### src/stall_detect_regs.svh
// Register indices, field positions, reset values and divider counts of the stall detector.
`ifndef STALL_DETECT_REGS_SVH
`define STALL_DETECT_REGS_SVH
// Register indices; the byte address is four times the index.
`define SSD_IDX_HOME 6'h00
`define SSD_IDX_MDC 6'h01
`define SSD_IDX_CTL 6'h02
`define SSD_IDX_FLG 6'h03
`define SSD_IDX_CNT 6'h04
`define SSD_IDX_ACC 6'h05
// Home seek register fields.
`define SSD_HOME_STEP 1:0
`define SSD_HOME_INTEG 2
`define SSD_HOME_WMASK 8'h07
// Down-counter control fields.
`define SSD_MDC_UIE 7
`define SSD_MDC_MOD 6
`define SSD_MDC_RDL 5
`define SSD_MDC_PRE 4
`define SSD_MDC_FLD 3
`define SSD_MDC_EN 2
`define SSD_MDC_OIE 0
`define SSD_MDC_WMASK 8'hF5
// Stall detect control fields.
`define SSD_CTL_HSE 7
`define SSD_CTL_PWR 6
`define SSD_CTL_WSD 5
`define SSD_CTL_SMP 1:0
`define SSD_CTL_WMASK 8'hE3
// Flag fields.
`define SSD_FLG_UF 7
`define SSD_FLG_OV 0
// Reset and special values.
`define SSD_RST_REG8 8'h00
`define SSD_CNT_PRESET 16'hFFFF
`define SSD_CNT_ZERO 16'h0000
`define SSD_CNT_ONE 16'h0001
`define SSD_ACC_MAX 16'h7FFF
`define SSD_ACC_MIN 16'h8000
// Divider figures and the word transfer size.
`define SSD_PRE_DIV_LO 64
`define SSD_PRE_DIV_HI 512
`define SSD_SMP_DIV_BASE 8
`define SSD_HSIZE_WORD 3'h2
`endif

### src/ssd_pkg.sv
// Types shared by the stall detector core.
package ssd_pkg;
    typedef struct packed {
        logic drive;
        logic recirculate;
        logic [1:0] step;
    } ssd_coil_s;
    typedef logic [15:0] ssd_word_t;
endpackage

### src/ssd_core.sv
// Stall detector core: AHB-Lite registers, down-counter, accumulator and coil control.
// What this block does
// Home seek enable drives coils to step state.
// Control bit powers sigma-delta converter on/off.
// Wait shutdown freezes prescaler, powers down, recirculates.
// Factory test bit always reads zero.
// Sample rate is clock over 8 times two^field.
// New sample rate applies after integrate cleared.
// Underflow flag at zero, write one clears.
// Overflow flag on saturation, write one clears.
// Count read gives live or load value.
// Writing zero keeps counter zero, no flag.
// Plain mode write loads register and counter.
// Reload mode write updates load register only.
// Counter ticks at clock over 64 or 512.
// Count register is accessed as one word.
// Accumulator is read only signed value.
// Integrate clear holds accumulator zero, converter reset.
// Integrate set counts up/down per sample.
// Accumulator saturates at 7FFF and 8000.
// Accumulator is read as one word.
// Reload mode reloads counter at zero.
// Disabled counter is preset to FFFF.
// Force reload reads zero, one copies load.
// Prescaler change applies at next counter load.
// Enabled counter decrements once per tick.
`include "stall_detect_regs.svh"
`timescale 1ns/1ps
`default_nettype none

module ssd_core #(
    parameter int PRE_DIV_LO = `SSD_PRE_DIV_LO,
    parameter int PRE_DIV_HI = `SSD_PRE_DIV_HI
) (
    // Clock and reset.
    input wire logic core_clk,
    input wire logic reset_n,
    // AHB-Lite slave.
    input wire logic hsel,
    input wire logic [7:0] haddr,
    input wire logic [1:0] htrans,
    input wire logic hwrite,
    input wire logic [2:0] hsize,
    input wire logic [31:0] hwdata,
    input wire logic hready,
    output logic hreadyout,
    output logic hresp,
    output logic [31:0] hrdata,
    // Motor side.
    input wire logic wait_mode,
    input wire logic sd_sample,
    output ssd_pkg::ssd_coil_s coil,
    output logic converter_power_on,
    output logic converter_reset,
    // Interrupt requests.
    output logic underflow_irq,
    output logic overflow_irq
);
    import ssd_pkg::*;

    // ************************************************************
    // Bus slave
    // ************************************************************
    logic wr_q;
    logic word_q;
    logic [5:0] idx_q;
    logic [31:0] hrdata_q;
    logic [7:0] home_q;
    logic [7:0] mdc_q;
    logic [7:0] ctl_q;
    logic uf_q;
    logic ov_q;
    ssd_word_t cnt_q;
    ssd_word_t load_q;
    ssd_word_t acc_q;
    logic bus_take;
    logic [31:0] rd_val;

    function automatic logic wr_hit(input logic w, input logic [5:0] a, input logic [5:0] r);
        wr_hit = w && (a == r);
    endfunction

    assign bus_take = hsel && hready && htrans[1];
    assign hreadyout = 1'b1;
    assign hresp = 1'b0;
    assign hrdata = hrdata_q;

    always_ff @(posedge core_clk) begin
        if (!reset_n) begin
            wr_q <= 1'b0;
            word_q <= 1'b0;
            idx_q <= `SSD_IDX_HOME;
        end else begin
            wr_q <= bus_take && hwrite;
            word_q <= hsize == `SSD_HSIZE_WORD;
            idx_q <= haddr[7:2];
        end
    end

    // Read data is latched at the address phase, so the data phase has no wait state.
    always_comb begin
        rd_val = 32'h0000_0000;
        case (haddr[7:2])
            `SSD_IDX_HOME: rd_val[7:0] = home_q;
            `SSD_IDX_MDC: rd_val[7:0] = mdc_q;
            `SSD_IDX_CTL: rd_val[7:0] = ctl_q;
            `SSD_IDX_FLG: begin
                rd_val[`SSD_FLG_UF] = uf_q;
                rd_val[`SSD_FLG_OV] = ov_q;
            end
            `SSD_IDX_CNT: rd_val[15:0] = mdc_q[`SSD_MDC_RDL] ? load_q : cnt_q;
            `SSD_IDX_ACC: rd_val[15:0] = acc_q;
            default: rd_val = 32'h0000_0000;
        endcase
    end

    always_ff @(posedge core_clk) begin
        if (!reset_n) begin
            hrdata_q <= 32'h0000_0000;
        end else if (bus_take && !hwrite) begin
            hrdata_q <= rd_val;
        end
    end

    // ************************************************************
    // Control registers
    // ************************************************************
    logic wr_cnt;
    logic force_ld;

    // Only whole-word writes reach the counter; narrower writes are dropped.
    assign wr_cnt = wr_hit(wr_q, idx_q, `SSD_IDX_CNT) && word_q;
    assign force_ld = wr_hit(wr_q, idx_q, `SSD_IDX_MDC) && hwdata[`SSD_MDC_FLD];

    always_ff @(posedge core_clk) begin
        if (!reset_n) begin
            home_q <= `SSD_RST_REG8;
            mdc_q <= `SSD_RST_REG8;
            ctl_q <= `SSD_RST_REG8;
        end else begin
            if (wr_hit(wr_q, idx_q, `SSD_IDX_HOME)) begin
                home_q <= hwdata[7:0] & `SSD_HOME_WMASK;
            end
            if (wr_hit(wr_q, idx_q, `SSD_IDX_MDC)) begin
                mdc_q <= hwdata[7:0] & `SSD_MDC_WMASK;
            end
            if (wr_hit(wr_q, idx_q, `SSD_IDX_CTL)) begin
                ctl_q <= hwdata[7:0] & `SSD_CTL_WMASK;
            end
        end
    end

    AST_CTL_TEST_ZERO: assert property (@(posedge core_clk) disable iff (!reset_n)
        bus_take && !hwrite && haddr[7:2] == `SSD_IDX_CTL |=> !hrdata[4])
        else $error("factory test bit read back as one");

    // ************************************************************
    // Coil and converter control
    // ************************************************************
    logic freeze;
    logic integrate_select;
    ssd_coil_s coil_q;
    logic pwr_q;
    logic crst_q;

    assign integrate_select = home_q[`SSD_HOME_INTEG];
    assign freeze = wait_mode && ctl_q[`SSD_CTL_WSD];

    always_ff @(posedge core_clk) begin
        if (!reset_n) begin
            coil_q <= '0;
            pwr_q <= 1'b0;
            crst_q <= 1'b1;
        end else begin
            coil_q.drive <= ctl_q[`SSD_CTL_HSE] && !freeze;
            coil_q.recirculate <= ctl_q[`SSD_CTL_HSE] && freeze;
            coil_q.step <= home_q[`SSD_HOME_STEP];
            pwr_q <= ctl_q[`SSD_CTL_PWR] && !freeze;
            crst_q <= !integrate_select;
        end
    end

    assign coil = coil_q;
    assign converter_power_on = pwr_q;
    assign converter_reset = crst_q;

    AST_HOME_DRIVE: assert property (@(posedge core_clk) disable iff (!reset_n)
        ctl_q[`SSD_CTL_HSE] && !freeze |=> coil.drive && !coil.recirculate)
        else $error("coils not driven while home seek enabled");

    AST_WAIT_OFF: assert property (@(posedge core_clk) disable iff (!reset_n)
        freeze ##1 freeze |-> !converter_power_on)
        else $error("converter powered during wait shutdown");

    // ************************************************************
    // Down-counter
    // ************************************************************
    logic [8:0] pre_cnt_q;
    logic pre_act_q;
    logic mc_en;
    logic mc_tick;
    logic direct_ld;
    logic uf_set;

    assign mc_en = mdc_q[`SSD_MDC_EN];
    assign mc_tick = mc_en && !freeze
        && pre_cnt_q == (pre_act_q ? 9'(PRE_DIV_HI - 1) : 9'(PRE_DIV_LO - 1));
    assign direct_ld = (wr_cnt && !mdc_q[`SSD_MDC_MOD]) || force_ld;
    assign uf_set = mc_tick && cnt_q == `SSD_CNT_ONE && !direct_ld;

    // The prescaler stops, rather than resets, while frozen in wait.
    always_ff @(posedge core_clk) begin
        if (!reset_n || !mc_en) begin
            pre_cnt_q <= 9'h000;
        end else if (mc_tick) begin
            pre_cnt_q <= 9'h000;
        end else if (!freeze) begin
            pre_cnt_q <= pre_cnt_q + 9'h001;
        end
    end

    always_ff @(posedge core_clk) begin
        if (!reset_n) begin
            load_q <= `SSD_CNT_PRESET;
        end else if (wr_cnt) begin
            load_q <= hwdata[15:0];
        end
    end

    always_ff @(posedge core_clk) begin
        if (!reset_n) begin
            cnt_q <= `SSD_CNT_PRESET;
            pre_act_q <= 1'b0;
        end else if (!mc_en) begin
            cnt_q <= `SSD_CNT_PRESET;
            pre_act_q <= mdc_q[`SSD_MDC_PRE];
        end else if (wr_cnt && !mdc_q[`SSD_MDC_MOD]) begin
            cnt_q <= hwdata[15:0];
            pre_act_q <= mdc_q[`SSD_MDC_PRE];
        end else if (force_ld) begin
            cnt_q <= load_q;
            pre_act_q <= mdc_q[`SSD_MDC_PRE];
        end else if (mc_tick && cnt_q != `SSD_CNT_ZERO) begin
            if (cnt_q == `SSD_CNT_ONE && mdc_q[`SSD_MDC_MOD]) begin
                cnt_q <= load_q;
                pre_act_q <= mdc_q[`SSD_MDC_PRE];
            end else begin
                cnt_q <= cnt_q - `SSD_CNT_ONE;
            end
        end
    end

    AST_PRESET: assert property (@(posedge core_clk) disable iff (!reset_n)
        !mc_en |=> cnt_q == `SSD_CNT_PRESET)
        else $error("disabled counter not preset");

    AST_FORCE_LOAD: assert property (@(posedge core_clk) disable iff (!reset_n)
        mc_en && force_ld |=> cnt_q == $past(load_q))
        else $error("force reload did not copy load value");

    AST_ZERO_STAYS: assert property (@(posedge core_clk) disable iff (!reset_n)
        mc_en && cnt_q == `SSD_CNT_ZERO && !direct_ld |=> cnt_q == `SSD_CNT_ZERO && !uf_set)
        else $error("counter left zero without a load");

    AST_RELOAD: assert property (@(posedge core_clk) disable iff (!reset_n)
        uf_set && mdc_q[`SSD_MDC_MOD] |=> cnt_q == $past(load_q) && uf_q)
        else $error("reload mode did not reload at underflow");

    // ************************************************************
    // Accumulator
    // ************************************************************
    logic [5:0] smp_cnt_q;
    logic [1:0] smp_sel_q;
    logic smp_tick;
    logic ov_set;

    assign smp_tick = integrate_select && !freeze
        && smp_cnt_q == 6'((`SSD_SMP_DIV_BASE << smp_sel_q) - 1);
    assign ov_set = smp_tick && ((sd_sample && acc_q == `SSD_ACC_MAX)
        || (!sd_sample && acc_q == `SSD_ACC_MIN));

    // The rate is sampled only while idle, so a running integration keeps one rate.
    always_ff @(posedge core_clk) begin
        if (!reset_n) begin
            smp_sel_q <= 2'h0;
        end else if (!integrate_select) begin
            smp_sel_q <= ctl_q[`SSD_CTL_SMP];
        end
    end

    always_ff @(posedge core_clk) begin
        if (!reset_n || !integrate_select || smp_tick) begin
            smp_cnt_q <= 6'h00;
        end else if (!freeze) begin
            smp_cnt_q <= smp_cnt_q + 6'h01;
        end
    end

    always_ff @(posedge core_clk) begin
        if (!reset_n || !integrate_select) begin
            acc_q <= `SSD_CNT_ZERO;
        end else if (smp_tick && !ov_set) begin
            acc_q <= sd_sample ? acc_q + `SSD_CNT_ONE : acc_q - `SSD_CNT_ONE;
        end
    end

    AST_ACC_CLEAR: assert property (@(posedge core_clk) disable iff (!reset_n)
        !integrate_select |=> acc_q == `SSD_CNT_ZERO && converter_reset)
        else $error("accumulator not cleared while integrate off");

    AST_ACC_SAT: assert property (@(posedge core_clk) disable iff (!reset_n)
        smp_tick && sd_sample && acc_q == `SSD_ACC_MAX |=> acc_q == `SSD_ACC_MAX && ov_q)
        else $error("accumulator wrapped past positive limit");

    AST_RATE_HOLD: assert property (@(posedge core_clk) disable iff (!reset_n)
        integrate_select && $past(integrate_select) |-> $stable(smp_sel_q))
        else $error("sample rate changed during integration");

    // ************************************************************
    // Flags
    // ************************************************************
    logic wr_flg;

    assign wr_flg = wr_hit(wr_q, idx_q, `SSD_IDX_FLG);

    // A set in the same cycle as a clear wins, so no event is lost.
    always_ff @(posedge core_clk) begin
        if (!reset_n) begin
            uf_q <= 1'b0;
            ov_q <= 1'b0;
        end else begin
            uf_q <= uf_set || (uf_q && !(wr_flg && hwdata[`SSD_FLG_UF]));
            ov_q <= ov_set || (ov_q && !(wr_flg && hwdata[`SSD_FLG_OV]));
        end
    end

    assign underflow_irq = uf_q && mdc_q[`SSD_MDC_UIE];
    assign overflow_irq = ov_q && mdc_q[`SSD_MDC_OIE];

    AST_UF_SET: assert property (@(posedge core_clk) disable iff (!reset_n)
        uf_set |=> uf_q)
        else $error("underflow flag not set");

    AST_OV_CLEAR: assert property (@(posedge core_clk) disable iff (!reset_n)
        ov_q && wr_flg && hwdata[`SSD_FLG_OV] && !ov_set |=> !ov_q)
        else $error("overflow flag not cleared by write one");

endmodule

`default_nettype wire

### config.mk
export PLATFORM = sky130hd
export DESIGN_NAME = ssd_core
export DESIGN_NICKNAME = d
export VERILOG_FILES = /design/src/ssd_pkg.sv /design/src/ssd_core.sv
export VERILOG_INCLUDE_DIRS = /design/src
export SDC_FILE = /design/constraint.sdc
export NUM_CORES = 1
export LEC_CHECK = 0
export BUFFER_PORTS_ARGS = -buffer_cell sky130_fd_sc_hd__buf_2
export CORE_ASPECT_RATIO = 0.5
export CORE_MARGIN = 2
export CORE_UTILIZATION = 39
export DETAILED_ROUTE_END_ITERATION = 10
export PLACE_DENSITY_LB_ADDON = 0.05
export SLEW_MARGIN = 20
export SYNTH_ARGS = -nofsm -noshare
export SYNTH_HDL_FRONTEND = slang
export SYNTH_SLANG_ARGS = --single-unit
### constraint.sdc
create_clock -name core_clk -period 2.9 [get_ports core_clk]
set_input_delay 0.58 -clock core_clk [delete_from_list [all_inputs] [get_ports core_clk]]
set_output_delay 0.58 -clock core_clk [all_outputs]
set_load 0.05 [all_outputs]
* After elaboration in Yosys (flattened, before gate mapping)
Cells that the tools add are included.
Storage, ports and cells: flip-flop bits (word level) 112, bits of input ports 52, output and inout bits 42
Cells by class: add/sub/neg operators 6, equal/unequal tests 17, shift-type cells 1, muxes and demuxes 16, reduce and logical (&&, ||, !) cells 59
Operators by type and width (count):
- 2-to-1 mux 16 bit | 6
- logical AND 1 bit | 34
- subtractor 16 x 1 -> 16 bit (second input constant) | 2
- case mux 6 bit (5 select lines) | 1
- == test 6 x 2 -> 1 bit (second input constant) | 4
- == test 6 x 3 -> 1 bit (second input constant) | 3
- adder 16 x 1 -> 16 bit (second input constant) | 1
- == test 16 x 1 -> 1 bit (second input constant) | 1
- == test 16 x 15 -> 1 bit (second input constant) | 1
- == test 16 bit (second input constant) | 1
- case mux 8 bit (2 select lines) | 1
- nonzero test 16 bit | 1
- == test 6 x 1 -> 1 bit (second input constant) | 2
- logical NOT 6 bit | 2
- logical NOT 1 bit | 11
- adder 9 x 1 -> 9 bit (second input constant) | 1
- == test 9 bit | 1
- 2-to-1 mux 9 bit | 1
- inequality test 4 x 1 -> 1 bit (second input constant) | 2
- logical OR 1 bit | 7
- adder 6 x 1 -> 6 bit (second input constant) | 1
- == test 6 bit | 1
- case mux 1 bit (6 select lines) | 1
- left shift 4 x 2 -> 6 bit (first input constant) | 1
- other kinds (7) | 12

* Logic depth before layout (Yosys ltp)
word-level depth 9, depth in mapped cells 10

* Least setup slack after synthesis
OpenSTA, ideal clock, no wires.
path type input-to-reg, start point input wait_mode, end point register cnt_q[8], setup time 120 ps, data arrival time 2476 ps, data required time 2780 ps, slack 304 ps, stages 8, cell sequence and2_1 -> or4b_2 -> a211oi_2 -> or2_1 -> buf_2 -> buf_4 -> o311ai_1 -> o31a_1
On the way: longest elaborated chain between the ends 6
Ends and longest elaborated chain:
- start, declared | RTL line ssd_core.sv:50 | input wire logic wait_mode,
- logical AND 1 bit | RTL line ssd_core.sv:167 | assign freeze = wait_mode && ctl_q[`SSD_CTL_WSD];
- logical NOT 1 bit
- logical AND 1 bit | RTL line ssd_core.sv:206 | assign mc_tick = mc_en && !freeze
- logical AND 1 bit | RTL line ssd_core.sv:207 | && pre_cnt_q == (pre_act_q ? 9'(PRE_DIV_HI - 1) : 9'(PRE_DIV_LO - 1));
- logical AND 1 bit (no source line)
- nonzero test 3 bit (no source line)
- end signal, assigned | RTL line ssd_core.sv:232 | cnt_q <= `SSD_CNT_PRESET;
- end signal, assigned | RTL line ssd_core.sv:235 | cnt_q <= `SSD_CNT_PRESET;
- end signal, assigned | RTL line ssd_core.sv:238 | cnt_q <= hwdata[15:0];
- end, declared | RTL line ssd_core.sv:73 | ssd_word_t cnt_q;
No other way between the ends. A chain may end at the register's enable or synchronous reset.

* Worst setup path in the final report
start point register cnt_q[5], end point register cnt_q[15]
On the way: longest elaborated chain between the ends 6, elaborated cells on any way between the ends 10
Ends and longest elaborated chain:
- parallel branches: the longest is 6 deep, another holds subtractor 16 x 1 -> 16 bit
Parallel ways; which one is timed is not known. The select of a mux whose other input is x is not followed.

==> metrics.md <==
| Metric | Value |
|---|---|
| Via density | `5.289` |
| DRT antenna net count | `0` |
| Final hold violations | `0` |
| Synth Instances | `771` |
| Final setup fails | `0` |
| H-tree levels | `3` |
| Final instance area | `7258 µm²` |
| Status | `complete, no violations` |
| Clk root buf | `clkbuf_16` |
| Number of enable flip-flop cells after synthesis | `0` |
| R2r endpoint | `cnt_q[15]` |
| CP Max Fanout | `9` |
| Die area | `17350 µm²` |
| Critical path's largest stage delay | `0.69 ns` |
| FMAX | `0.3966 GHz` |
| P per Cell Area | `approximately 430 nW/µm²` |
| Storage cell area | `approximately 2200 µm²` |
| Syn-to-layout area delta | `14.51%` |
| Fraction of layout cells with a size suffix above 1 | `0.1551` |
| Crit path time final | `roughly 2.5 ns` |
| Cell area after synthesis | `~6300 µm²` |
| Reg2reg start | `cnt_q[5]` |
| DR pass1 iterations | `5` |
| Iter 0 DRT Violations | `350` |
| CTS Hold Buffers Added | `0` |
| Initial core utilization | `0.4049` |
| Crit path DAT | `2.80 ns` |
| Worst skew pair latency | `0.37 ns` |
| Vias | `5601` |
| GRT Total Usage | `0.2239` |
| Min-Delay Path Depth | `2` |
| Period utilisation layout | `0.8694` |
| # diodes | `0` |
| Ys async rst share | `0` |
| Leak Pwr | `2.892 nW` |
| Worst Setup End Kind | `flip-flop` |
| Critical path launch point type | `flip-flop` |
| Grt ovf | `0` |
| Clk buf depth | `2` |
| CTS buffer count | `9` |
| Slew HR | `0.4545` |
| Initial antenna violation count | `0` |
| Post-cts sizing count | `0` |
| DRC | `0` |
| CP Cell Sequence | `or4_1 > or4_4 > o21ai_4 > nor4_1 > o221a_1 > o31ai_2` |
| R2R depth | `6` |
| Die Ht | `94.15 µm` |
| Post-DP HPWL | `around 14 mm` |
| Core ar. | `between 15000 and 20000 µm²` |
| CTS Sinks | `112` |
| Clock skew | `0.01304 ns` |
| Multi-input gate area | `3832 µm²` |
| Peak supply drop | `0.2980 mV` |
| WS Path Type | `reg2reg` |
| TritonCTS clock tree | `done` |
| Placer Congestion | `0.8087` |
| Worst hold-check path type | `in2reg` |
| Routed wl met3 | `605 µm` |
| Post-synthesis register bit count | `112` |
| Vias in the first global route | `5411` |
| WL met1 | `about 10 mm` |
| Final setup TNS | `0 ns` |
| Sequential area share after synthesis | `0.3537` |
| Hold Path Origin | `hsize[0]` |
| Clock transition at the registers of the reported paths | `0.08 ns` |
| Worst Path Required | `3.18 ns` |
| Synth Flop Type | `dfxtp_1` |
| R2R setup slack | `0.38 ns` |
| Unrepaired setup endpoints after global routing | `false` |
| First-pass GRT wire length | `29.81 mm` |
| Row count | `32` |
| Die W | `between 150 and 200 µm` |
| Fill count | `around 1600` |
| Number of port buffers | `56` |
| Final wirelength | `about 18 mm` |
| Fin. max-slew vios | `0` |
| Max cap viols | `0` |
| Setup bufs post-CTS | `0` |
| Top Layer Used | `met4` |
| # nets final | `904` |
| WL/cell | `17.26 µm` |
| Slew @ Worst Pin | `0.8108 ns` |
| Area after DPL | `about 7000 µm²` |
| Synth cell types | `70` |
| Largest net degree at the start of global routing | `42` |
| Slowest CP cell | `or4_1` |
| Ys Warns | `0` |
| I/O pins | `94` |
| Worst Hold End | `word_q` |
| Post-Syn Area per Cell | `8.221 µm²` |
| WL met2 | `7.581 mm` |
## cell type report
class / count / share of cell area
Timing Repair Buffer: 93 / 0.07861
Tap cell: 221 / 0.03810
Clock buffer: 10 / 0.03155
Inverter: 9 / 0.004654
Sequential cell: 112 / 0.3089
Clock inverter: 6 / 0.01017
Multi-Input combinational cell: 608 / 0.5280
## state kept, by name, indices dropped and copies added, names as in the netlist, 4 cells and up
register	count
pre_cnt_q	9
idx_q	6
smp_cnt_q	6
acc_q	16
coil	4
mdc_q	6
load_q	16
ctl_q	5
cnt_q	16
hrdata	16
## how the worst max path moves through the flow
| stage | startpoint | to | slack [ns] | cells after the start |
|---|---|---|---|---|
| final | cnt_q[5] | cnt_q[15] | 0.38 | 6 |
| after global routing | cnt_q[5] | cnt_q[2] | 0.21 | 7 |
| after CTS | cnt_q[5] | cnt_q[2] | 0.36 | 7 |
| after detailed placement | wait_mode | cnt_q[10] | 0.14 | 8 |
| after global placement | sd_sample | acc_q[10] | 0.14 | 10 |
| after floorplan | wait_mode | cnt_q[8] | 0.30 | 8 |
## logic make-up (layout without fill, tap and decap cells)
kind of cell,Yosys count,in the layout,share of synthesized area
buf+inv,67,118,0.05369
compound gates,172,172,0.1812
fa+ha+maj,19,19,0.03869
other cells,2,18,0.001185
simple gates,322,322,0.2542
mux,48,48,0.07718
xor+xnor,29,29,0.04007
flops,112,112,0.3537
## per-layer routing
| metal | GRT usage | up-vias |
|---|---|---|
| li1 | - | 2870 |
| met1 | 0.3356 | 2629 |
| met2 | 0.3346 | 91 |
| met3 | 0.03992 | 11 |
| met4 | 0.04000 | 0 |
| met5 | 0 | - |
## worst max-delay path: cells and delay by family (launching register included)
kind            cells  cell delay (ns)
simple gates        3             1.33
compound gates      3             0.73
flops               1             0.37
## layout by cell type (no fill, tap or decap), types with 5 or more instances in the layout
cell       count
xnor2_1       14
conb_1        18
nand3_1       29
nand2_1       92
xor2_1        15
and2_1        15
inv_1          9
a21o_1         8
and3_1         9
nand2b_1       5
buf_2         56
a31oi_1        6
mux2i_1       41
or3_1          7
dfxtp_1      112
o21ai_0       40
nor3b_1        6
a21oi_1       40
clkbuf_16      9
nor2b_1       28
nor3_1        21
nor4_1        12
ha_1          18
nand3b_1       5
nor2_1        66
mux2_2         7
a22oi_1       11
o31ai_1        9
a211oi_1       8
nand4_1        9
buf_4         36
## where the power goes
part	internal (mW)	total [mW]	switching [mW]
clock network	0.686	1.32	0.636
registers	1.54	1.55	0.00538
logic	0.0654	0.219	0.154
total	2.30	3.09	0.796
## stage by stage
stage | util | std cells | total power [mW] | setup slack, ns | hold WS [ns]
3_3_place_gp | 0.4439 | 1043 | 1.803 | 0.1423 | 0.4624
5_1_grt | 0.4636 | 1059 | 3.197 | 0.2111 | 0.3694
6_report | 0.4636 | 1059 | 3.092 | 0.3787 | 0.3712
4_1_cts | 0.4636 | 1059 | 3.134 | 0.3614 | 0.3567
2_1_floorplan | - | 787 | 1.750 | 0.3044 | 0.4380
3_5_place_dp | 0.4443 | 1043 | 1.805 | 0.1383 | 0.4583
## synth_stat cells, types with 12 or more instances
library cell	n	area, µm²
dfxtp_1	112	2242
nand2_1	92	345.3
nor2_1	66	247.7
mux2i_1	41	410.4
a21oi_1	40	200.2
o21ai_0	40	200.2
clkbuf_1	31	116.4
nand3_1	29	145.1
nor2b_1	28	175.2
nor3_1	23	115.1
buf_4	19	142.6
ha_1	18	225.2
and2_1	15	93.84
xor2_1	15	131.4
xnor2_1	14	122.6
nor4_1	12	75.07
No activity file was read; power rests on OpenSTA's default activity.
